`src/design/fsec_defines.svh`:
```
// register offsets, field positions, reset values and counts of the flash security block
`ifndef FSEC_DEFINES_SVH
`define FSEC_DEFINES_SVH

// apb byte offsets, one aligned word each
`define FSEC_OFF_DIVIDER 12'h000
`define FSEC_OFF_OPTIONS 12'h004
`define FSEC_OFF_CONFIG 12'h008
`define FSEC_OFF_STATUS 12'h00C

// options shadow fields
`define FSEC_OPT_BACKDOOR_ENABLE_BIT 7
`define FSEC_OPT_REDIR_BIT 6
`define FSEC_OPT_IMPL_MASK 8'hC3
`define FSEC_OPT_RESET 8'h00
`define FSEC_SEC_UNSECURED 2'h2

// configuration fields
`define FSEC_CFG_KEYWEN_BIT 5
`define FSEC_CFG_IMPL_MASK 8'hE0
`define FSEC_CFG_RESET 3'h0

// divider fields
`define FSEC_DIV_LOADED_BIT 7
`define FSEC_DIV_PRESCALE_BIT 6
`define FSEC_DIV_RESET 7'h00

// status fields
`define FSEC_STAT_SECURE_BIT 0
`define FSEC_STAT_LOADED_BIT 1

// key window and counts
`define FSEC_KEY_BASE 16'hFFB0
`define FSEC_KEY_BYTES 4'h8
`define FSEC_PRESCALE_LAST 3'h7
`define FSEC_INVALID_READ 8'h00

`endif

```
`src/design/fsec_pkg.sv`:
```
// types and shared decode of the flash security block
`include "fsec_defines.svh"

package fsec_pkg;

    // reset phase: one cycle to catch the nonvolatile options, then run
    typedef enum logic [1:0] {
        FSEC_LOAD = 2'h1,
        FSEC_RUN = 2'h2
    } fsec_phase_t;

    // divider state
    typedef struct packed {
        logic [2:0] pre;
        logic [5:0] cnt;
        logic tick;
    } fsec_div_state_t;

    // key comparison state
    typedef struct packed {
        logic [7:0][7:0] keyb;
        logic [3:0] idx;
        logic bad;
    } fsec_key_state_t;

    // memory-side request from the cpu or the debug controller
    typedef struct packed {
        logic rd;
        logic wr;
        logic dbg;
        logic [15:0] addr;
        logic [7:0] wdata;
    } fsec_mem_req_t;

    // top-level state
    typedef struct packed {
        fsec_phase_t phase;
        logic [7:0] opt;
        logic div_loaded;
        logic prescale;
        logic [5:0] divisor;
        logic [2:0] cfg;
        logic [31:0] prdata;
        logic slverr;
        logic cmd_start;
        logic [15:0] cmd_addr;
        logic [7:0] cmd_data;
        logic [7:0] mem_rdata;
    } fsec_top_state_t;

    // true for the eight-byte key window
    function automatic logic fsec_in_key(input logic [15:0] addr);
        fsec_in_key = (addr[15:3] == 13'(`FSEC_KEY_BASE >> 3));
    endfunction

endpackage

```
`src/design/fsec_clkdiv.sv`:
```
// program/erase timing tick divider
`include "fsec_defines.svh"

module fsec_clkdiv (
    input wire logic clk_i,
    input wire logic rst_n_i,
    input wire logic en_i,
    input wire logic prescale_i,
    input wire logic [5:0] divisor_i,
    output logic tick_o
);
    fsec_pkg::fsec_div_state_t s_reg; // registered state
    fsec_pkg::fsec_div_state_t s_next; // next state
    logic pre_tick; // one input cycle to the main divider

    // divide by eight first when asked, then by divisor plus one
    always_comb
    begin
        s_next = s_reg;
        s_next.tick = 1'b0;
        pre_tick = !prescale_i || (s_reg.pre == `FSEC_PRESCALE_LAST);
        if (!en_i)
        begin
            // no divisor yet: hold still so the first period is whole
            s_next.pre = 3'h0;
            s_next.cnt = 6'h00;
        end
        else
        begin
            s_next.pre = prescale_i ? s_reg.pre + 3'h1 : 3'h0;
            if (pre_tick)
            begin
                if (s_reg.cnt >= divisor_i)
                begin
                    s_next.cnt = 6'h00;
                    s_next.tick = 1'b1;
                end
                else
                begin
                    s_next.cnt = s_reg.cnt + 6'h01;
                end
            end
        end
    end

    // state register
    always_ff @(posedge clk_i or negedge rst_n_i)
    begin
        if (!rst_n_i)
            s_reg <= '0;
        else
            s_reg <= s_next;
    end

    assign tick_o = s_reg.tick;
endmodule // fsec_clkdiv

```
`src/design/fsec_keycmp.sv`:
```
// backdoor key capture and comparison
`include "fsec_defines.svh"

module fsec_keycmp (
    input wire logic clk_i,
    input wire logic rst_n_i,
    input wire logic clear_i,
    input wire logic byte_we_i,
    input wire logic [2:0] byte_idx_i,
    input wire logic [7:0] byte_data_i,
    input wire logic [7:0][7:0] stored_backdoor_key_i,
    output logic match_o
);
    fsec_pkg::fsec_key_state_t s_reg; // registered state
    fsec_pkg::fsec_key_state_t s_next; // next state

    // bytes must come in ascending order, each exactly once
    always_comb
    begin
        s_next = s_reg;
        if (clear_i)
        begin
            s_next = '0;
        end
        else if (byte_we_i)
        begin
            if (s_reg.idx >= `FSEC_KEY_BYTES || {1'b0, byte_idx_i} != s_reg.idx)
                s_next.bad = 1'b1;
            else
                s_next.keyb[byte_idx_i] = byte_data_i;
            if (s_reg.idx < `FSEC_KEY_BYTES)
                s_next.idx = s_reg.idx + 4'h1;
        end
    end

    // state register
    always_ff @(posedge clk_i or negedge rst_n_i)
    begin
        if (!rst_n_i)
            s_reg <= '0;
        else
            s_reg <= s_next;
    end

    // a missing byte leaves idx short, so no match
    assign match_o = !s_reg.bad && s_reg.idx == `FSEC_KEY_BYTES
        && s_reg.keyb == stored_backdoor_key_i;
endmodule // fsec_keycmp

```
`src/design/fsec_top.sv`:
```
// flash security and configuration block with apb register access
//
// The implementer's own choices: the APB register port and the address map.
`include "fsec_defines.svh"

module fsec_top (
    input wire logic CLK_I,
    input wire logic RESET_N_I,
    // apb slave
    input wire logic PSEL_I,
    input wire logic PENABLE_I,
    input wire logic PWRITE_I,
    input wire logic [11:0] PADDR_I,
    input wire logic [31:0] PWDATA_I,
    output logic [31:0] PRDATA_O,
    output logic PREADY_O,
    output logic PSLVERR_O,
    // nonvolatile contents from the array
    input wire logic [7:0] NV_OPTIONS_I,
    input wire logic [63:0] STORED_BACKDOOR_KEY_I,
    // memory requests from cpu or debug controller
    input wire logic MEM_RD_I,
    input wire logic MEM_WR_I,
    input wire logic MEM_DBG_I,
    input wire logic [15:0] MEM_ADDR_I,
    input wire logic [7:0] MEM_WDATA_I,
    input wire logic [7:0] FLASH_RDATA_I,
    output logic [7:0] MEM_RDATA_O,
    output logic MEM_DENY_O,
    // command sequencer side
    input wire logic BLANK_OK_I,
    output logic CMD_START_O,
    output logic [15:0] CMD_ADDR_O,
    output logic [7:0] CMD_DATA_O,
    // status
    output logic FLASH_TICK_O,
    output logic DIV_LOADED_O,
    output logic SECURE_O,
    output logic REDIRECT_EN_O
);
    fsec_pkg::fsec_top_state_t s_reg; // registered state
    fsec_pkg::fsec_top_state_t s_next; // next state
    fsec_pkg::fsec_mem_req_t mem; // bundled memory request
    logic apb_setup; // first cycle of an apb transfer
    logic apb_wr; // write taking effect at this edge
    logic secure; // current security decision
    logic key_wen; // key capture mode
    logic in_key; // request falls in the key window
    logic key_byte_we; // accepted key byte
    logic key_clear; // key capture being switched on
    logic key_eval; // key capture being switched off
    logic key_match; // captured key equals stored key
    logic key_unlock; // backdoor unlock this cycle
    logic blank_unlock; // blank check unlock this cycle
    logic addr_hit; // apb address is mapped

    // bundle the memory request
    always_comb
    begin
        mem.rd = MEM_RD_I;
        mem.wr = MEM_WR_I;
        mem.dbg = MEM_DBG_I;
        mem.addr = MEM_ADDR_I;
        mem.wdata = MEM_WDATA_I;
    end

    assign apb_setup = PSEL_I && !PENABLE_I;
    assign apb_wr = PSEL_I && PENABLE_I && PWRITE_I && s_reg.phase == fsec_pkg::FSEC_RUN;
    assign key_wen = s_reg.cfg[`FSEC_CFG_KEYWEN_BIT - 5];
    assign in_key = fsec_pkg::fsec_in_key(mem.addr);

    // only code 10 is unsecured; before the load the reset value keeps it secure
    assign secure = s_reg.opt[1:0] != `FSEC_SEC_UNSECURED;

    // debug reads and writes are refused while secure
    assign MEM_DENY_O = secure && mem.dbg && (mem.rd || mem.wr);

    // key bytes only from firmware; debug writes never reach the comparator
    assign key_byte_we = mem.wr && in_key && key_wen && !mem.dbg;

    // key enable edges made by config writes
    assign key_clear = apb_wr && PADDR_I == `FSEC_OFF_CONFIG
        && PWDATA_I[`FSEC_CFG_KEYWEN_BIT] && !key_wen;
    assign key_eval = apb_wr && PADDR_I == `FSEC_OFF_CONFIG
        && !PWDATA_I[`FSEC_CFG_KEYWEN_BIT] && key_wen;

    // the match only counts when the backdoor is enabled
    assign key_unlock = key_eval && key_match
        && s_reg.opt[`FSEC_OPT_BACKDOOR_ENABLE_BIT];
    assign blank_unlock = BLANK_OK_I && s_reg.phase == fsec_pkg::FSEC_RUN;

    assign addr_hit = PADDR_I == `FSEC_OFF_DIVIDER || PADDR_I == `FSEC_OFF_OPTIONS
        || PADDR_I == `FSEC_OFF_CONFIG || PADDR_I == `FSEC_OFF_STATUS;

    // next-state logic for registers, reads and the memory side
    always_comb
    begin
        s_next = s_reg;
        s_next.cmd_start = 1'b0;
        case (s_reg.phase)
            fsec_pkg::FSEC_LOAD:
            begin
                // catch the nonvolatile byte after reset release
                s_next.opt = NV_OPTIONS_I & `FSEC_OPT_IMPL_MASK;
                s_next.phase = fsec_pkg::FSEC_RUN;
            end
            fsec_pkg::FSEC_RUN:
            begin
                // apb writes; the options word is not writable at all
                if (apb_wr)
                begin
                    if (PADDR_I == `FSEC_OFF_DIVIDER && !s_reg.div_loaded)
                    begin
                        // divider is write-once until the next reset
                        s_next.div_loaded = 1'b1;
                        s_next.prescale = PWDATA_I[`FSEC_DIV_PRESCALE_BIT];
                        s_next.divisor = PWDATA_I[5:0];
                    end
                    else if (PADDR_I == `FSEC_OFF_CONFIG)
                    begin
                        s_next.cfg = PWDATA_I[7:5];
                    end
                end
                // either unlock path forces the unsecured code
                if (key_unlock || blank_unlock)
                    s_next.opt[1:0] = `FSEC_SEC_UNSECURED;
                // key window writes start a command only outside capture mode
                if (mem.wr && !MEM_DENY_O && !(in_key && key_wen))
                begin
                    s_next.cmd_start = 1'b1;
                    s_next.cmd_addr = mem.addr;
                    s_next.cmd_data = mem.wdata;
                end
            end
            default:
            begin
                s_next.phase = fsec_pkg::FSEC_LOAD;
            end
        endcase
        // read data is prepared in the setup cycle, so the slave is zero-wait
        if (apb_setup)
        begin
            s_next.slverr = !addr_hit;
            s_next.prdata = 32'h0000_0000;
            if (PADDR_I == `FSEC_OFF_DIVIDER)
                s_next.prdata[7:0] = {s_reg.div_loaded, s_reg.prescale, s_reg.divisor};
            else if (PADDR_I == `FSEC_OFF_OPTIONS)
                s_next.prdata[7:0] = s_reg.opt & `FSEC_OPT_IMPL_MASK;
            else if (PADDR_I == `FSEC_OFF_CONFIG)
                s_next.prdata[7:0] = {s_reg.cfg, 5'h00};
            else if (PADDR_I == `FSEC_OFF_STATUS)
            begin
                s_next.prdata[`FSEC_STAT_SECURE_BIT] = secure;
                s_next.prdata[`FSEC_STAT_LOADED_BIT] = s_reg.phase == fsec_pkg::FSEC_RUN;
            end
        end
        // memory reads: capture mode or a refused debug read give invalid data
        if (mem.rd)
        begin
            if (key_wen || MEM_DENY_O)
                s_next.mem_rdata = `FSEC_INVALID_READ;
            else
                s_next.mem_rdata = FLASH_RDATA_I;
        end
    end

    // single state register; reset values are constants, the load follows release
    always_ff @(posedge CLK_I or negedge RESET_N_I)
    begin
        if (!RESET_N_I)
        begin
            s_reg <= '0;
            s_reg.phase <= fsec_pkg::FSEC_LOAD;
            s_reg.opt <= `FSEC_OPT_RESET;
            s_reg.cfg <= `FSEC_CFG_RESET;
            {s_reg.prescale, s_reg.divisor} <= `FSEC_DIV_RESET;
        end
        else
        begin
            s_reg <= s_next;
        end
    end

    // program/erase timing tick, held off until the divider is written
    fsec_clkdiv u_clkdiv (
        .clk_i(CLK_I),
        .rst_n_i(RESET_N_I),
        .en_i(s_reg.div_loaded),
        .prescale_i(s_reg.prescale),
        .divisor_i(s_reg.divisor),
        .tick_o(FLASH_TICK_O)
    );

    // key capture and comparison
    fsec_keycmp u_keycmp (
        .clk_i(CLK_I),
        .rst_n_i(RESET_N_I),
        .clear_i(key_clear),
        .byte_we_i(key_byte_we),
        .byte_idx_i(mem.addr[2:0]),
        .byte_data_i(mem.wdata),
        .stored_backdoor_key_i(STORED_BACKDOOR_KEY_I),
        .match_o(key_match)
    );

    // outputs
    assign PRDATA_O = s_reg.prdata;
    assign PREADY_O = 1'b1;
    assign PSLVERR_O = PSEL_I && PENABLE_I && s_reg.slverr;
    assign MEM_RDATA_O = s_reg.mem_rdata;
    assign CMD_START_O = s_reg.cmd_start;
    assign CMD_ADDR_O = s_reg.cmd_addr;
    assign CMD_DATA_O = s_reg.cmd_data;
    assign DIV_LOADED_O = s_reg.div_loaded;
    assign SECURE_O = secure;
    assign REDIRECT_EN_O = !s_reg.opt[`FSEC_OPT_REDIR_BIT];
endmodule // fsec_top

```
`config.mk`:
```
export PLATFORM = sky130hd
export DESIGN_NAME = fsec_top
export DESIGN_NICKNAME = d
export VERILOG_FILES = /design/src/design/fsec_pkg.sv /design/src/design/fsec_clkdiv.sv /design/src/design/fsec_keycmp.sv /design/src/design/fsec_top.sv
export VERILOG_INCLUDE_DIRS = /design/src /design/src/design
export SDC_FILE = /design/constraint.sdc
export NUM_CORES = 1
export LEC_CHECK = 0
export ABC_AREA = 1
export BUFFER_PORTS_ARGS = -buffer_cell sky130_fd_sc_hd__buf_2
export CORE_MARGIN = 8
export CORE_UTILIZATION = 45
export DETAILED_ROUTE_END_ITERATION = 6
export HOLD_SLACK_MARGIN = 0.12
export PLACE_DENSITY = 0.71
export SLEW_MARGIN = 40
export SYNTH_ARGS = -nofsm -noshare
export SYNTH_HDL_FRONTEND = slang
export SYNTH_HIERARCHICAL = 1
export SYNTH_SLANG_ARGS = --single-unit
```
`constraint.sdc`:
```
create_clock -name CLK_I -period 3 [get_ports CLK_I]
set_clock_uncertainty 0.1 [all_clocks]
set_input_delay 0 -clock CLK_I [delete_from_list [all_inputs] [get_ports CLK_I]]
set_output_delay 0 -clock CLK_I [all_outputs]
set_load 0.02 [all_outputs]
```
==> metrics.csv, run 1 <==
stage,metric,value,unit
outcome,outcome,finished clean,
synth,synth_mux_area_share,0.1411,%
synth,ys.flop_type,dfrtp_1,
worst_setup_path,required,3.19,ns
detailed_routing,routed_wirelength,23460,um
synth,synthDistinctLibCells,48,
worst_setup_path,slowest_stage,dlygate4sd3_1,
timing,tns,0,ns
placed_design,gp_congestion,0.8021,
worst_setup_path,critPathArrivalTime,3.08,ns
worst_setup_path,start_kind,flop,
synth,async_flop_share,100.0,%
global_route,grt_max_degree,82,
floorplanning,rows,48,
power,peakVddDrop,387.4,uV
floorplanning,core,17300,um2
synth,synth_compound_area_share,3.810,%
synth,yosysWarningCount,6,
timing,setup_violations,0,
final_layout,final_cell_mix,"nand2_1 (292), buf_2 (174), nand3_1 (163)",
worst_setup_path,crit_fanout,5,
detailed_routing,dr.first_iter.drc_count,644,
clock_network,cts_buffer_depth,2,
synth,synth_edf_count,0,
clock_network,clock-root-buffer,clkbuf_16,
clock_network,clk_latency,0.42,ns
timing,drv_slew,0,
detailed_routing,detail_route.wl_per_cell,15.42,um
worst_setup_path,worst_setup_path_end_kind,flop,
synth,ys_seq_elements,138,
detailed_routing,drc_errors,0,
timing,holdWs,0.2307,ns
clock_network,path_clk_slew,0.05,ns
synth,syn_area,7980,um2
worst_setup_path,critPathKind,reg2reg,
worst_setup_path,crit_path_max_incr_delay,0.60,ns
worst_setup_path,crit_family,buffers and inverters,
worst_setup_path,crit_start,s_reg[85]$_DFFE_PN1P_,
power,switching_share,25.67,%
synth,synth-simple-area-share,32.47,%
power,cellInternalPower,3464,uW
clock_network,cts_sinks,138,
placed_design,numPortBuffers,175,
synth,synthCells,1020,
floorplanning,die_h,149.2,um
floorplanning,die_x,149.2,um
floorplanning,io_pins,229,
synth,seq_area_frac_synth,43.29,%
global_route,track_usage,20.93,%
timing,max_freq,346.4,MHz
synth,synthAdderAreaFrac,1.725,%
synth,synth_xor_area_share,4.610,%
power,p_leak,0.005681,uW
clock_network,cts_tree,built,
detailed_routing,vias,7599,
synth,synth_area_per_cell,7.824,um2
floorplanning,initial_utilization,46.14,%
final_layout,largest_register_ffs,69,
detailed_routing,first_pass_iters,5,
global_route,antenna_found_initial,2,
worst_setup_path,crit_buf_inv,4,
power,p_comb_share,14.4,%
power,p_switching,1196,uW
timing,slew_headroom,43.40,%
timing,worst_pin_slew,0.8459,ns
timing,rsz0062_at_grt,false,
flow_run,maxCapViolations,0,
detailed_routing,ant_nets,0,
power,p_per_area,441.7,nW/um2
timing,finalHoldViolCount,0,
worst_setup_path,r2r-start,s_reg[85]$_DFFE_PN1P_,
placed_design,place_hpwl,15270,um
power,power_frac_clock,43.7,%
worst_setup_path,crit_chain,inv_1 > nand2_1 > nor2_1 > dlygate4sd3_1 > nand3_2 > dlygate4sd3_1 > o21ai_0 > dlygate4sd3_1,
synth,synth_top_family_by_area,simple AND/OR/NAND/NOR gates,
final_layout,mostFrequentLayoutCell,nand2_1,
final_layout,layout.nets,1452,
global_route,grt-ovfl-total,0,
detailed_routing,viasPerCell,4.993,
power,seq_power_share,41.9,%
global_route,grt_pass1_wl,37380,um
clock_network,h-tree-depth,4,
final_layout,syn_to_final_growth,32.20,%
final_layout,layout-drive-gt1-share,21.53,%
timing,timing.final.crit_share,96.24,%
global_route,grt_pass1_vias,7613,
hold_path,holdCritPathClass,in2reg,
hold_path,holdCritStartpoint,PADDR_I[8],
floorplanning,dieArea,22250,um2
worst_setup_path,crit_path_frequent_cell,dlygate4sd3_1,
timing,fin_crit,2.887,ns
clock_network,cts_made_buffers,17,
## synth_stat cells (3+ instances only)
| cell | n | area, um2 |
|---|---|---|
| nor2_1 | 59 | 221.5 |
| ha_1 | 11 | 137.6 |
| clkbuf_1 | 4 | 15.01 |
| dfrtp_1 | 137 | 3428 |
| nor3_2 | 9 | 90.09 |
| buf_1 | 5 | 18.77 |
| buf_4 | 67 | 503.0 |
| buf_6 | 4 | 45.04 |
| o21ai_2 | 3 | 26.28 |
| nand4_1 | 7 | 43.79 |
| nand2_1 | 293 | 1100 |
| buf_2 | 10 | 50.05 |
| o21bai_2 | 3 | 33.78 |
| nand3_1 | 164 | 820.8 |
| nand2_4 | 8 | 90.09 |
| nor3_1 | 3 | 15.01 |
| inv_1 | 111 | 416.7 |
| xnor2_1 | 33 | 289.0 |
| o21ai_0 | 26 | 130.1 |
| nand2_2 | 7 | 43.79 |
| xor2_1 | 9 | 78.83 |
| o31ai_1 | 3 | 22.52 |
| inv_2 | 6 | 22.52 |
| a21oi_1 | 4 | 20.02 |
| nor2_4 | 3 | 33.78 |
## worst paths after layout
kind,endpoint,slack [ns],cells after the start
min in group asynchronous,MEM_RDATA_O[4]$_DFFE_PN0P_,0.45,3
setup / recovery,s_reg[67]$_DFFE_PN0P_,0.11,8
setup reg to reg,s_reg[67]$_DFFE_PN0P_,0.11,8
hold reg to reg,u_clkdiv/s_reg[7]$_DFF_PN0_,0.34,1
hold / removal,PRDATA_O[7]$_DFFE_PN0P_,0.23,9
max in group asynchronous,u_keycmp/s_reg[52]$_DFFE_PN0P_,1.46,5
## logic make-up (layout without fill, tap and decap cells)
kind of cell | Yosys count | after routing
xor gates and xnor gates | 42 | 42
adders and majority gates | 11 | 11
DFF | 138 | 138
other | 2 | 26
muxes | 1 | 1
and+or+nand+nor | 566 | 567
buffers and inverters | 212 | 464
AOI/OAI and AO/OA | 48 | 48
## power groups by stage
stage	Combinational (uW)	Clock (uW)	Sequential, uW
6_report	672	2040	1950
3_5_place_dp	512	0	1980
3_3_place_gp	503	0	1980
2_1_floorplan	370	0	1970
5_1_grt	734	2150	1950
4_1_cts	648	2070	1950
## tightest hold or removal path: stages
cell     delay (ns)
buf_2          0.08
nor2_1         0.03
nand2_1        0.09
nor2_4         0.03
buf_4          0.18
nand3_1        0.08
nand2_1        0.06
nand2_1        0.10
nand2_1        0.05
## routing by layer
metal / routed length [um] / up-vias / part of all wire, % / GRT usage, %
met5: 13 / - / 0.055 / 0
met4: 590 / 2 / 2.5 / 8.985
met3: 1812 / 43 / 7.7 / 5.886
met2: 11430 / 280 / 49 / 35.05
met1: 9620 / 3619 / 41 / 24.72
li1: - / 3655 / - / -
## what timing repair did
action                                  in CTS  in global routing
endpoints found under the setup margin       0                 55
endpoints found under the hold margin      215                 19
hold buffers                               121                  1
buffers inserted                             0                  3
resized for setup                            0                  4
## layout make-up
cell class,count,area (um2)
diodes,1,2.502
flip-flops and latches,138,3455
repair buffers,312,2252
inverters,121,459.2
clock buffers,23,467.9
clock inverters,8,95.09
multi-input cells,694,3537
fillers,1518,6746
well taps,225,281.5
## metrics by stage
stage	setup slack [ns]	cell area, um2	power, uW	utilization (%)	instances
CTS	0.06362	10460	4660	60.45	1515
floorplan	1.073	8066	2343	-	1043
global placement	0.6243	8678	2479	50.17	1363
global route	0.009921	10550	4840	61.00	1522
finish	0.1128	10550	4660	61.00	1522
detailed placement	0.5960	8681	2488	50.19	1363
Power figures use the tool's default switching activity.
==> run 2: changes to the inputs <==
Settings changed: CELL_PAD_IN_SITES_DETAIL_PLACEMENT set to 0, CELL_PAD_IN_SITES_GLOBAL_PLACEMENT set to 1, CORE_UTILIZATION 45 to 41, PLACE_DENSITY 0.71 to unset, PLACE_DENSITY_LB_ADDON set to 0.1.
==> metrics.csv, run 2 (same netlist as run 1, synthesis figures left out) <==
stage,metric,value,unit,change
detailed_routing,routed_wirelength,22490,um,-4.2%
flow_run,maxCapViolations,0,,unchanged
global_route,track_usage,19.24,%,-1.7 points
worst_setup_path,reg2reg_slack,0.25,ns,+0.14 ns
power,peakVddDrop,420.9,uV,+8.7%
final_layout,finish.utilization,55.12,%,-5.9 points
worst_setup_path,crit_fanout,4,,-1
final_layout,mostFrequentLayoutCell,nand2_1,,
floorplanning,core,19270,um2,+11%
floorplanning,initial_utilization,41.41,%,-4.7 points
clock_network,clk_latency,0.42,ns,about the same
power,p_comb_share,14.0,%,-0.4 points
global_route,grt_pass1_wl,37430,um,+0.13%
worst_setup_path,crit_start,u_keycmp/s_reg[2]$_DFFE_PN0P_,,
hold_path,holdPathEnd,PRDATA_O[7]$_DFFE_PN0P_,,
worst_setup_path,r2r-start,u_keycmp/s_reg[2]$_DFFE_PN0P_,,
global_route,grt-ovfl-total,0,,unchanged
global_route,grt_max_degree,53,,-35%
clock_network,path_clk_slew,0.06,ns,about the same
worst_setup_path,regToRegEndpoint,s_reg[78]$_DFFE_PN0P_,,
timing,rsz0062_at_grt,true,,
floorplanning,die_h,155.5,um,+4.3%
power,power_frac_clock,44.8,%,+1.1 points
detailed_routing,viasPerCell,4.661,,-6.7%
final_layout,layout.nets,1448,,-0.28%
worst_setup_path,critPathKind,reg2reg,,
clock_network,cts_made_buffers,17,,unchanged
timing,worst_pin_slew,0.8488,ns,+0.002917 ns
detailed_routing,ant_nets,0,,unchanged
floorplanning,die_x,155.5,um,+4.3%
detailed_routing,dr.first_iter.drc_count,394,,-39%
power,switching_share,26.27,%,+0.60 points
detailed_routing,drc_errors,0,,unchanged
hold_path,holdCritStartpoint,PADDR_I[9],,
placed_design,gp_congestion,0.8152,,+1.6%
timing,fin_crit,2.749,ns,-0.1382 ns
placed_design,place_hpwl,15660,um,+2.6%
power,cellInternalPower,3481,uW,+0.51%
placed_design,numPortBuffers,175,,unchanged
clock_network,clock-root-buffer,clkbuf_16,,
hold_path,holdCritPathClass,in2reg,,
clock_network,h-tree-depth,4,,unchanged
global_route,antenna_found_initial,3,,+1
clock_network,cts_sinks,138,,unchanged
detailed_routing,first_pass_iters,5,,unchanged
timing,timing.final.crit_share,91.63,%,-4.6 points
global_route,grt_pass1_vias,7404,,-2.7%
final_layout,final_cell_mix,"nand2_1 (292), buf_2 (174), nand3_1 (164)",,
floorplanning,dieArea,24180,um2,+8.7%
worst_setup_path,crit_chain,inv_2 > ha_1 > nand2_1 > nor2_1 > nand2_1 > nor2_1 > nand2_1 > nor2_2 > nand3_1 > nor2_4 > nand2_1 > nor2_1 > nand4_1 > nand2_1 > nand2_1 > nand2_1 > dlygate4sd3_1 > nand2_1,,
power,seq_power_share,41.2,%,-0.7 points
timing,finalHoldViolCount,0,,unchanged
timing,slew_headroom,43.10,%,-0.29 points
worst_setup_path,start_kind,flop,,
timing,drv_slew,0,,unchanged
worst_setup_path,r2r.worst_path.cells,18,,+10
detailed_routing,detail_route.wl_per_cell,14.42,um,-6.4%
power,p_leak,0.005671,uW,-0.18%
final_layout,syn_to_final_growth,33.11,%,
worst_setup_path,required,3.21,ns,+0.02 ns
floorplanning,rows,51,,+6.3%
outcome,outcome,finished clean,,
worst_setup_path,crit_buf_inv,2,,-2
final_layout,largest_register_ffs,69,,unchanged
floorplanning,io_pins,229,,unchanged
timing,setup_violations,0,,unchanged
detailed_routing,vias,7266,,-4.4%
final_layout,layout-drive-gt1-share,21.81,%,+0.28 points
worst_setup_path,crit_family,simple AND/OR/NAND/NOR gates,,
final_layout,final_cells,1559,,+2.4%
worst_setup_path,critPathArrivalTime,2.96,ns,-0.12 ns
power,p_switching,1240,uW,+3.7%
worst_setup_path,worst_setup_path_end_kind,flop,,
worst_setup_path,crit_path_max_incr_delay,0.54,ns,-0.06 ns
worst_setup_path,slowest_stage,dlygate4sd3_1,,
timing,max_freq,363.8,MHz,+5.0%
power,p_per_area,444.5,nW/um2,+0.63%
clock_network,cts_buffer_depth,2,,unchanged
clock_network,cts_tree,built,,
worst_setup_path,crit_path_frequent_cell,nand2_1,,
hold_path,hold_depth,9,,unchanged
placed_design,dp_cells,1401,,+2.8%
==> run 2: power groups by stage <==
stage | clock network (uW) | logic [uW] | registers, uW
2_1_floorplan | 0 | 370 | 1970
3_3_place_gp | 0 | 512 | 1980
3_5_place_dp | 0 | 517 | 1980
4_1_cts | 2170 | 661 | 1940
5_1_grt | 2250 | 731 | 1950
6_report | 2120 | 659 | 1950
==> run 2: cell type report <==
| cell class | instances | area (um2) |
|---|---|---|
| Fill cell | 1891 | 8648 |
| Multi-Input combinational cell | 693 | 3526 |
| Sequential cell | 138 | 3456 |
| Timing Repair Buffer | 309 | 2251 |
| Inverter | 121 | 459.2 |
| Clock buffer | 19 | 452.9 |
| Tap cell | 265 | 331.6 |
| Clock inverter | 13 | 143.9 |
| Antenna cell | 1 | 2.502 |
==> run 2: worst max-delay path by stage <==
stage               cells past startpoint                             end
detailed placement                     17           s_reg[77]$_DFFE_PN0P_
global placement                       17           s_reg[77]$_DFFE_PN0P_
floorplan                              10  u_keycmp/s_reg[68]$_DFFE_PN0P_
global route                           18           s_reg[78]$_DFFE_PN0P_
finish                                 18           s_reg[78]$_DFFE_PN0P_
CTS                                    18           s_reg[78]$_DFFE_PN0P_
==> run 2: worst reg2reg max path, cell delays in order, from the launching register on <==
cell	delay, ns
dfrtp_1	0.43
inv_2	0.09
ha_1	0.15
nand2_1	0.05
nor2_1	0.11
nand2_1	0.06
nor2_1	0.10
nand2_1	0.08
nor2_2	0.11
nand3_1	0.14
nor2_4	0.15
nand2_1	0.06
nor2_1	0.10
nand4_1	0.11
nand2_1	0.10
nand2_1	0.07
nand2_1	0.05
dlygate4sd3_1	0.54
nand2_1	0.05
==> run 2: through the flow <==
step           area, um2  worst slack [ns]   TNS, ns  total power (uW)  hold slack, ns
3_5_place_dp        8733            0.5636         0              2492       -0.005594
4_1_cts            10570           0.01700         0              4775          0.1718
2_1_floorplan       8066             1.073         0              2343         -0.3956
5_1_grt            10620          -0.06381  -0.06381              4930          0.2431
6_report           10620            0.2510         0              4722          0.1846
3_3_place_gp        8726            0.5670         0              2489        -0.01221
==> run 2: metal layers <==
metal	GRT usage, %	wire length, um
met3	4.466	1330
met1	24.68	9886
met2	31.75	10910
met5	0	23
met4	5.638	331
==> run 2: repair_timing <==
action                     in CTS  in global routing
gates resized for setup         0                  9
setup endpoints to repair       0                 22
hold endpoints to repair      260                  0
setup buffers                   0                  2
hold buffers                  123                  0
